--- src/design/rmsc_defines.vh ---
/*
 * constants for the radio main state controller: command codes, state codes
 * and transition times. assumes inclusion by bare name from design files.
 */
`ifndef RMSC_DEFINES_VH
`define RMSC_DEFINES_VH

`define RMSC_CMD_PREFIX      8'h80
`define RMSC_CMD_TX          8'h60
`define RMSC_CMD_RX          8'h61
`define RMSC_CMD_READY       8'h62
`define RMSC_CMD_STANDBY     8'h63
`define RMSC_CMD_SLEEP       8'h64
`define RMSC_CMD_LOCK_RX     8'h65
`define RMSC_CMD_LOCK_TX     8'h66
`define RMSC_CMD_ABORT       8'h67
`define RMSC_CMD_DUTY_RELOAD 8'h68
`define RMSC_CMD_SOFT_RESET  8'h70
`define RMSC_CMD_RX_FLUSH    8'h71
`define RMSC_CMD_TX_FLUSH    8'h72
`define RMSC_CMD_SEQ_RELOAD  8'h73

`define RMSC_CODE_READY      8'h00
`define RMSC_CODE_LOCK       8'h0c
`define RMSC_CODE_RX         8'h30
`define RMSC_CODE_TX         8'h5c
`define RMSC_CODE_STANDBY    8'h02
`define RMSC_CODE_SLEEP_A    8'h01
`define RMSC_CODE_SLEEP_B    8'h03
`define RMSC_CODE_SETUP      8'h50
`define RMSC_CODE_OFF        8'hff

`define RMSC_CLK_MHZ         10
`define RMSC_T_POWERUP_US    500
`define RMSC_T_DOWN_US       3
`define RMSC_T_LOCK_US       70
`define RMSC_T_LOCK_CAL_US   85
`define RMSC_T_EXIT_US       1
`define RMSC_T_WAKE_US       100
`define RMSC_T_LOCK_RUN_US   26

`endif

--- src/design/rmsc_controller.v ---
/*
 * radio main state controller: moves the device between its operating
 * states on one-byte commands delivered by an spi front end.
 * assumes cmd_valid_in pulses once per completed command byte that followed
 * the 0x80 prefix byte, all inputs synchronous to mclk_in.
 */
`timescale 1ns/1ps
`include "rmsc_defines.vh"

module rmsc_controller #(
    parameter integer CLK_MHZ      = `RMSC_CLK_MHZ,
    parameter integer POWERUP_CYC  = `RMSC_T_POWERUP_US * `RMSC_CLK_MHZ,
    parameter integer RAMP_CYC     = 16
) (
    input  wire       mclk_in,
    input  wire       srst_in,
    input  wire       shutdown_pin_in,
    input  wire       cmd_valid_in,
    input  wire [7:0] cmd_code_in,
    input  wire       sleep_retain_sel_in,
    input  wire       vco_cal_en_in,
    input  wire       pa_ramp_en_in,
    input  wire       ext_sleep_req_in,
    input  wire       ext_wake_req_in,
    output reg  [7:0] state_code_out,
    output reg        ref_clock_on_out,
    output reg        synth_on_out,
    output reg        wakeup_timer_on_out,
    output reg        synth_tx_cfg_out,
    output reg        preamble_start_out,
    output reg        soft_reset_cmd_out,
    output reg        receive_fifo_clear_cmd_out,
    output reg        transmit_fifo_clear_cmd_out,
    output reg        duty_timer_reload_cmd_out,
    output reg        seq_reload_cmd_out,
    output reg        cmd_ignored_out
);

    ////////////////////////////////////////////////////////////////////////////
    // timing counts, rounded to whole cycles
    localparam integer DOWN_CYC     = `RMSC_T_DOWN_US * CLK_MHZ;
    localparam integer LOCK_CYC     = `RMSC_T_LOCK_US * CLK_MHZ;
    localparam integer LOCK_CAL_CYC = `RMSC_T_LOCK_CAL_US * CLK_MHZ;
    localparam integer EXIT_CYC     = `RMSC_T_EXIT_US * CLK_MHZ;
    localparam integer WAKE_CYC     = `RMSC_T_WAKE_US * CLK_MHZ;
    localparam integer LRUN_CYC     = `RMSC_T_LOCK_RUN_US * CLK_MHZ;

    // one-hot states; setup covers any timed move
    localparam [8:0] S_OFF     = 9'h001;
    localparam [8:0] S_READY   = 9'h002;
    localparam [8:0] S_STANDBY = 9'h004;
    localparam [8:0] S_SLEEP_A = 9'h008;
    localparam [8:0] S_SLEEP_B = 9'h010;
    localparam [8:0] S_LOCK    = 9'h020;
    localparam [8:0] S_RX      = 9'h040;
    localparam [8:0] S_TX      = 9'h080;
    localparam [8:0] S_SETUP   = 9'h100;

    reg  [8:0]  state_r;
    reg  [8:0]  state_nxt;
    reg  [8:0]  target_r;
    reg  [8:0]  target_nxt;
    reg  [8:0]  final_r;
    reg  [8:0]  final_nxt;
    reg  [15:0] wait_r;
    reg  [15:0] wait_nxt;
    reg         tx_cfg_r;
    reg         tx_cfg_nxt;
    reg  [15:0] ramp_r;
    reg         ignored_nxt;
    reg         sdn_seen_r;

    // nothing is taken while shutdown holds the device off
    wire        cmd_go = cmd_valid_in & ~shutdown_pin_in;
    wire [15:0] lock_time = vco_cal_en_in ? LOCK_CAL_CYC[15:0] : LOCK_CYC[15:0];
    wire [8:0]  sleep_state = sleep_retain_sel_in ? S_SLEEP_B : S_SLEEP_A;

    ////////////////////////////////////////////////////////////////////////////
    // next-state logic
    always @* begin
        state_nxt   = state_r;
        target_nxt  = target_r;
        final_nxt   = final_r;
        wait_nxt    = (wait_r != 16'h0000) ? wait_r - 16'h0001 : 16'h0000;
        tx_cfg_nxt  = tx_cfg_r;
        ignored_nxt = 1'b0;
        case (state_r)
            S_OFF: begin
                if (!shutdown_pin_in && sdn_seen_r) begin
                    state_nxt  = S_SETUP;
                    target_nxt = S_READY;
                    final_nxt  = S_READY;
                    wait_nxt   = POWERUP_CYC[15:0];
                end
            end
            S_SETUP: begin
                // each countdown ends the move or hands on to the next one, so this state stays transient
                if (wait_r <= 16'h0001) begin
                    // ready and lock hand on when a later target waits
                    if (target_r == final_r) begin
                        state_nxt = final_r;
                    end else if (target_r == S_READY) begin
                        state_nxt  = S_SETUP;
                        target_nxt = S_LOCK;
                        wait_nxt   = lock_time;
                    end else begin
                        state_nxt  = S_SETUP;
                        target_nxt = final_r;
                        wait_nxt   = LRUN_CYC[15:0];
                    end
                end
            end
            S_READY: begin
                // a duty-cycle or csma sleep request wins over any command but soft reset
                if (ext_sleep_req_in) begin
                    state_nxt  = S_SETUP;
                    target_nxt = sleep_state;
                    final_nxt  = sleep_state;
                    wait_nxt   = DOWN_CYC[15:0];
                end else if (cmd_go) begin
                    case (cmd_code_in)
                        `RMSC_CMD_TX, `RMSC_CMD_RX: begin
                            tx_cfg_nxt = (cmd_code_in == `RMSC_CMD_TX);
                            state_nxt  = S_SETUP;
                            target_nxt = S_LOCK;
                            final_nxt  = (cmd_code_in == `RMSC_CMD_TX) ? S_TX : S_RX;
                            wait_nxt   = lock_time;
                        end
                        `RMSC_CMD_LOCK_RX, `RMSC_CMD_LOCK_TX: begin
                            tx_cfg_nxt = (cmd_code_in == `RMSC_CMD_LOCK_TX);
                            state_nxt  = S_SETUP;
                            target_nxt = S_LOCK;
                            final_nxt  = S_LOCK;
                            wait_nxt   = lock_time;
                        end
                        `RMSC_CMD_STANDBY, `RMSC_CMD_SLEEP: begin
                            state_nxt  = S_SETUP;
                            target_nxt = (cmd_code_in == `RMSC_CMD_SLEEP) ? sleep_state
                                                                          : S_STANDBY;
                            final_nxt  = target_nxt;
                            wait_nxt   = DOWN_CYC[15:0];
                        end
                        `RMSC_CMD_READY, `RMSC_CMD_ABORT: ignored_nxt = 1'b1;
                        default: ;
                    endcase
                end
            end
            // stable states leave only on the ready or soft reset command, or the wake timer in sleep
            S_STANDBY, S_SLEEP_A, S_SLEEP_B, S_LOCK: begin
                if ((cmd_go && cmd_code_in == `RMSC_CMD_READY)
                        || (ext_wake_req_in && state_r != S_STANDBY
                            && state_r != S_LOCK)) begin
                    state_nxt  = S_SETUP;
                    target_nxt = S_READY;
                    final_nxt  = S_READY;
                    wait_nxt   = (state_r == S_LOCK) ? EXIT_CYC[15:0] : WAKE_CYC[15:0];
                end else if (cmd_go && cmd_code_in >= `RMSC_CMD_TX
                             && cmd_code_in <= `RMSC_CMD_ABORT) begin
                    ignored_nxt = 1'b1;
                end
            end
            S_RX, S_TX: begin
                if (cmd_go && cmd_code_in == `RMSC_CMD_ABORT) begin
                    state_nxt  = S_SETUP;
                    target_nxt = S_READY;
                    final_nxt  = S_READY;
                    wait_nxt   = EXIT_CYC[15:0];
                end else if (cmd_go && ((state_r == S_RX && cmd_code_in == `RMSC_CMD_TX)
                             || (state_r == S_TX && cmd_code_in == `RMSC_CMD_RX))) begin
                    // swap goes back through lock on one command
                    tx_cfg_nxt = (cmd_code_in == `RMSC_CMD_TX);
                    state_nxt  = S_SETUP;
                    target_nxt = S_LOCK;
                    final_nxt  = (cmd_code_in == `RMSC_CMD_TX) ? S_TX : S_RX;
                    wait_nxt   = lock_time;
                end else if (cmd_go && cmd_code_in >= `RMSC_CMD_TX
                             && cmd_code_in <= `RMSC_CMD_ABORT) begin
                    ignored_nxt = 1'b1;
                end
            end
            default: state_nxt = S_OFF;
        endcase
        // state commands in the middle of a timed move are refused
        if (cmd_go && state_r == S_SETUP && cmd_code_in >= `RMSC_CMD_TX
                && cmd_code_in <= `RMSC_CMD_ABORT) begin
            ignored_nxt = 1'b1;
        end
        // soft reset overrides any move in progress
        if (cmd_go && cmd_code_in == `RMSC_CMD_SOFT_RESET) begin
            state_nxt  = S_SETUP;
            target_nxt = S_READY;
            final_nxt  = S_READY;
            wait_nxt   = EXIT_CYC[15:0];
            tx_cfg_nxt = 1'b0;
        end
    end

    ////////////////////////////////////////////////////////////////////////////
    // state register; shutdown clears everything except sdn_seen_r, which it sets
    always @(posedge mclk_in) begin
        if (srst_in || shutdown_pin_in) begin
            state_r    <= S_OFF;
            target_r   <= S_READY;
            final_r    <= S_READY;
            wait_r     <= 16'h0000;
            tx_cfg_r   <= 1'b0;
            // srst release idles one edge in off; a shutdown release leaves at once
            sdn_seen_r <= ~srst_in;
        end else begin
            state_r    <= state_nxt;
            target_r   <= target_nxt;
            final_r    <= final_nxt;
            wait_r     <= wait_nxt;
            tx_cfg_r   <= tx_cfg_nxt;
            sdn_seen_r <= 1'b1;
        end
    end

    ////////////////////////////////////////////////////////////////////////////
    // registered outputs
    always @(posedge mclk_in) begin
        if (srst_in || shutdown_pin_in) begin
            state_code_out              <= `RMSC_CODE_OFF;
            ref_clock_on_out            <= 1'b0;
            synth_on_out                <= 1'b0;
            wakeup_timer_on_out         <= 1'b0;
            synth_tx_cfg_out            <= 1'b0;
            preamble_start_out          <= 1'b0;
            ramp_r                      <= 16'h0000;
            soft_reset_cmd_out          <= 1'b0;
            receive_fifo_clear_cmd_out  <= 1'b0;
            transmit_fifo_clear_cmd_out <= 1'b0;
            duty_timer_reload_cmd_out   <= 1'b0;
            seq_reload_cmd_out          <= 1'b0;
            cmd_ignored_out             <= 1'b0;
        end else begin
            // codes follow the next state so they line up with state_r
            case (state_nxt)
                S_READY:   state_code_out <= `RMSC_CODE_READY;
                S_STANDBY: state_code_out <= `RMSC_CODE_STANDBY;
                S_SLEEP_A: state_code_out <= `RMSC_CODE_SLEEP_A;
                S_SLEEP_B: state_code_out <= `RMSC_CODE_SLEEP_B;
                S_LOCK:    state_code_out <= `RMSC_CODE_LOCK;
                S_RX:      state_code_out <= `RMSC_CODE_RX;
                S_TX:      state_code_out <= `RMSC_CODE_TX;
                S_SETUP:   state_code_out <= `RMSC_CODE_SETUP;
                default:   state_code_out <= `RMSC_CODE_OFF;
            endcase
            ref_clock_on_out    <= |(state_nxt & (S_READY | S_LOCK | S_RX | S_TX
                                                  | S_SETUP));
            synth_on_out        <= |(state_nxt & (S_LOCK | S_RX | S_TX | S_SETUP));
            wakeup_timer_on_out <= |(state_nxt & (S_SLEEP_A | S_SLEEP_B));
            synth_tx_cfg_out    <= tx_cfg_nxt;
            // preamble at transmit entry, or after the ramp time
            if (state_nxt != S_TX) begin
                ramp_r             <= 16'h0000;
                preamble_start_out <= 1'b0;
            end else if (state_r != S_TX) begin
                ramp_r             <= RAMP_CYC[15:0];
                preamble_start_out <= ~pa_ramp_en_in;
            end else begin
                ramp_r             <= (ramp_r != 16'h0000) ? ramp_r - 16'h0001 : 16'h0000;
                preamble_start_out <= pa_ramp_en_in && ramp_r == 16'h0001;
            end
            // plain sleep entry empties both fifos
            receive_fifo_clear_cmd_out  <= (cmd_go && cmd_code_in == `RMSC_CMD_RX_FLUSH)
                || (state_nxt == S_SLEEP_A && state_r != S_SLEEP_A);
            transmit_fifo_clear_cmd_out <= (cmd_go && cmd_code_in == `RMSC_CMD_TX_FLUSH)
                || (state_nxt == S_SLEEP_A && state_r != S_SLEEP_A);
            // any-state commands pulse for one cycle, also during setup
            soft_reset_cmd_out        <= cmd_go && cmd_code_in == `RMSC_CMD_SOFT_RESET;
            duty_timer_reload_cmd_out <= cmd_go
                && cmd_code_in == `RMSC_CMD_DUTY_RELOAD;
            seq_reload_cmd_out        <= cmd_go
                && cmd_code_in == `RMSC_CMD_SEQ_RELOAD;
            cmd_ignored_out           <= ignored_nxt;
        end
    end

endmodule

--- config.mk ---
export PLATFORM = sky130hd
export DESIGN_NAME = rmsc_controller
export DESIGN_NICKNAME = d
export VERILOG_FILES = /design/src/design/rmsc_controller.v
export VERILOG_INCLUDE_DIRS = /design/src /design/src/design
export SDC_FILE = /design/constraint.sdc
export NUM_CORES = 1
export LEC_CHECK = 0
export CAP_MARGIN = 20
export CORE_MARGIN = 2
export CORE_UTILIZATION = 25
export CTS_CLUSTER_DIAMETER = 80
export DETAILED_ROUTE_END_ITERATION = 7
export DONT_BUFFER_PORTS = 1
export GPL_ROUTABILITY_DRIVEN = 0
export PLACE_DENSITY_LB_ADDON = 0.08
export SLEW_MARGIN = 40
export SYNTH_ARGS = -nofsm -noshare
export SYNTH_HDL_FRONTEND = slang
export SYNTH_SLANG_ARGS = --single-unit
--- constraint.sdc ---
create_clock -name mclk_in -period 5.37 [get_ports mclk_in]
set_input_delay 0.2685 -clock mclk_in [delete_from_list [all_inputs] [get_ports mclk_in]]
set_output_delay 0.2685 -clock mclk_in [all_outputs]
set_load 0.01 [all_outputs]
==> reports/qor.yml <==
status: "finished, final reports clean"
cts.sinks: 74
cellPowerDensity_nw_per_um2: 388
dp_cells: 816
place_hpwl_microns: 12200
wl_per_cell_microns: 18.9
port_buffers: 0
drt_wl_total_microns: 15800
path_cells: "or4_1, or4_1, o21bai_1, a211o_1, nand2_1, o21a_1, nor3_2, nand4_2, nor2_1"
regArea_sq_um: 1480
nets: 620
p_int_mw: 1.24
vdd_drop_max_mv: 0.334
num_io_pins: 36
netlist_instances: 616
worstSetupEndpointType: "register"
path_max_fanout: 15
cp_data_arrival_time_ns: 4.03
slew_violations: 0
syn_avg_cell_area_sq_um: 7.45
clkLatencyLatePin_ns: 0.35
timing.hold.ws_ns: 0.0834
areaGrowthSynthToFinish_pct: 10.8
hold_violations: 0
slew_headroom: 0.377
grt_max_degree: 23
drt-vias-per-instance: 5.44
power_frac_seq: 0.319
cts_tree: "built"
cts_root_buf: "clkbuf_16"
die-area_sq_um: 19500
insertedDiodeCount: 0
cts_buffers: 9
cts_resized: 0
slowest_stage: "or4_1"
grt_pass1_vias: 4243
nFillCells: 1990
drive_gt1_frac: 0.0778
finalCritPeriodShare: 0.699
crit_family: "simple AND/OR/NAND/NOR gates"
crit_buf_inv: 0
max_freq_mhz: 267
power_leakage_nw: 1.90
synth.area.top_cells: "dfxtp_1, nor2_1, a21oi_1"
die_w_microns: 139
yosysTopAreaCell: "dfxtp_1"
synth_area_sq_um: 4590
netSwitchingFraction: 0.374
drc: 0
p_comb_frac: 0.358
clkTransAtPathRegs_ns: 0.07
p_sw_mw: 0.739
routed-via-count: 4529
synth_cell_types: 72
htree_levels: 3
r2r-start: "state_r[4]$_SDFF_PP0_"
dr.pass1.iters: 5
rsz0062_at_grt: "false"
gr-total-overflow: 0
grt_pass1_wl_microns: 24500
worst_pin_slew_ns: 0.926
setup_viol: 0
synthArstFlopShare: 0
multi_input_area_sq_um: 2910
synth-seq-area-share: 0.323
detail_route.iter0.violations: 343
final_antenna_net_count: 0
critPathLaunch: "state_r[4]$_SDFF_PP0_"
fp-row-count: 49
cp-start-kind: "register"
synth_top_area_frac: 0.323
initial_core_util: 0.255
period_minus_slack_ns: 3.75
drv_cap: 0
synth_commonest_cells: "nor2_1, dfxtp_1, nand2_1"
stdcell_count: 833
ys_ff_latch: 74
hp-class: "in -> reg"
crit_type: "reg -> reg"
track_usage: 0.161
clkPwrFrac: 0.323
die_y_microns: 139
worstHoldStart: "vco_cal_en_in"
ys.flop_type: "dfxtp_1"
antenna_found_initial: 0
core_sq_um: 18000
ys_warn_count: 0
synth_edf_count: 0
yosysMostFrequentCell: "nor2_1"
cp_common_cell: "or4_1"
cp_slowest_stage_delay_ns: 0.72
synthesis.nets: 637
finalSetupTns_ns: 0
clock_skew_ns: 0.00843
cp.required_ns: 5.65
cts_buffer_depth: 2
[flip-flops by register name (all words and copies together), names as in the netlist, 7 cells and up]
register and count:
state_code_out 7, final_r 7, wait_r 16, target_r 7, ramp_r 16, state_r 9
[area by class of cell]
type                       instances  share of cell area
clock buffer                       9              0.0443
clock inverter                     7              0.0165
inverter                          12             0.00886
multi-input combinational        496               0.573
sequential                        74               0.291
tap                              229              0.0564
timing repair buffer               6             0.00935
[through the flow]
step           setup WS (ns)  instance area (sq um)  total power [mW]  utilization
3_5_place_dp            1.65                   4760              1.34        0.265
2_1_floorplan           2.39                   4590              1.17            -
6_report                1.62                   5080              1.97        0.283
4_1_cts                 1.63                   5080              2.00        0.283
3_3_place_gp            1.75                   4750              1.36        0.265
5_1_grt                 1.29                   5080              2.11        0.283
[kinds of logic after synthesis]
family,Yosys count,synth area share
adder cells (fa/ha/maj),4,0.0109
AND/OR/NAND/NOR,307,0.345
XOR/XNOR,36,0.0687
multiplexers,3,0.00682
buffers and inverters,46,0.0444
flip-flops,74,0.323
AO/OA/AOI/OAI,146,0.202
[routing by layer]
metal | up-vias | routed length, microns | global-route usage
met4 | 0 | 317 | 0.0510
li1 | 2186 | - | -
met2 | 131 | 7370 | 0.264
met3 | 25 | 848 | 0.0348
met5 | - | 0 | 0
met1 | 2187 | 7230 | 0.213
[power groups by stage]
stage / Combinational, mW / Clock (mW) / Sequential, mW
2_1_floorplan: 0.543 / 0 / 0.629
3_5_place_dp: 0.698 / 0 / 0.643
3_3_place_gp: 0.715 / 0 / 0.642
6_report: 0.707 / 0.638 / 0.630
5_1_grt: 0.790 / 0.684 / 0.636
4_1_cts: 0.706 / 0.660 / 0.631
[cell usage in the layout, fill, tap and decap left out, drive strengths merged, types with 10 or more instances in the layout]
master  count
a211oi     10
nand2      59
xor2       15
xnor2      21
dfxtp      74
o21ai      36
nand3      28
nor2       97
nand2b     11
nor3       25
a21oi      51
inv        15
nor4       15
[repair_timing]
action | 4_1_cts | 5_1_grt
hold buffers | 1 | 0
endpoints found under the hold margin | 4 | 0
buffers inserted | 0 | 0
[path summary, 6_finish.rpt]
path                                              end  slack [ns]  cells past startpoint
worst min-delay path             wait_r[6]$_SDFF_PP0_        0.08                      2
worst min register to register  wait_r[11]$_SDFF_PP0_        0.46                      2
worst max-delay path             ramp_r[7]$_SDFF_PP0_        1.62                      9
worst max register to register   ramp_r[7]$_SDFF_PP0_        1.62                      9
Note: power is estimated with default switching activity, not from simulation.
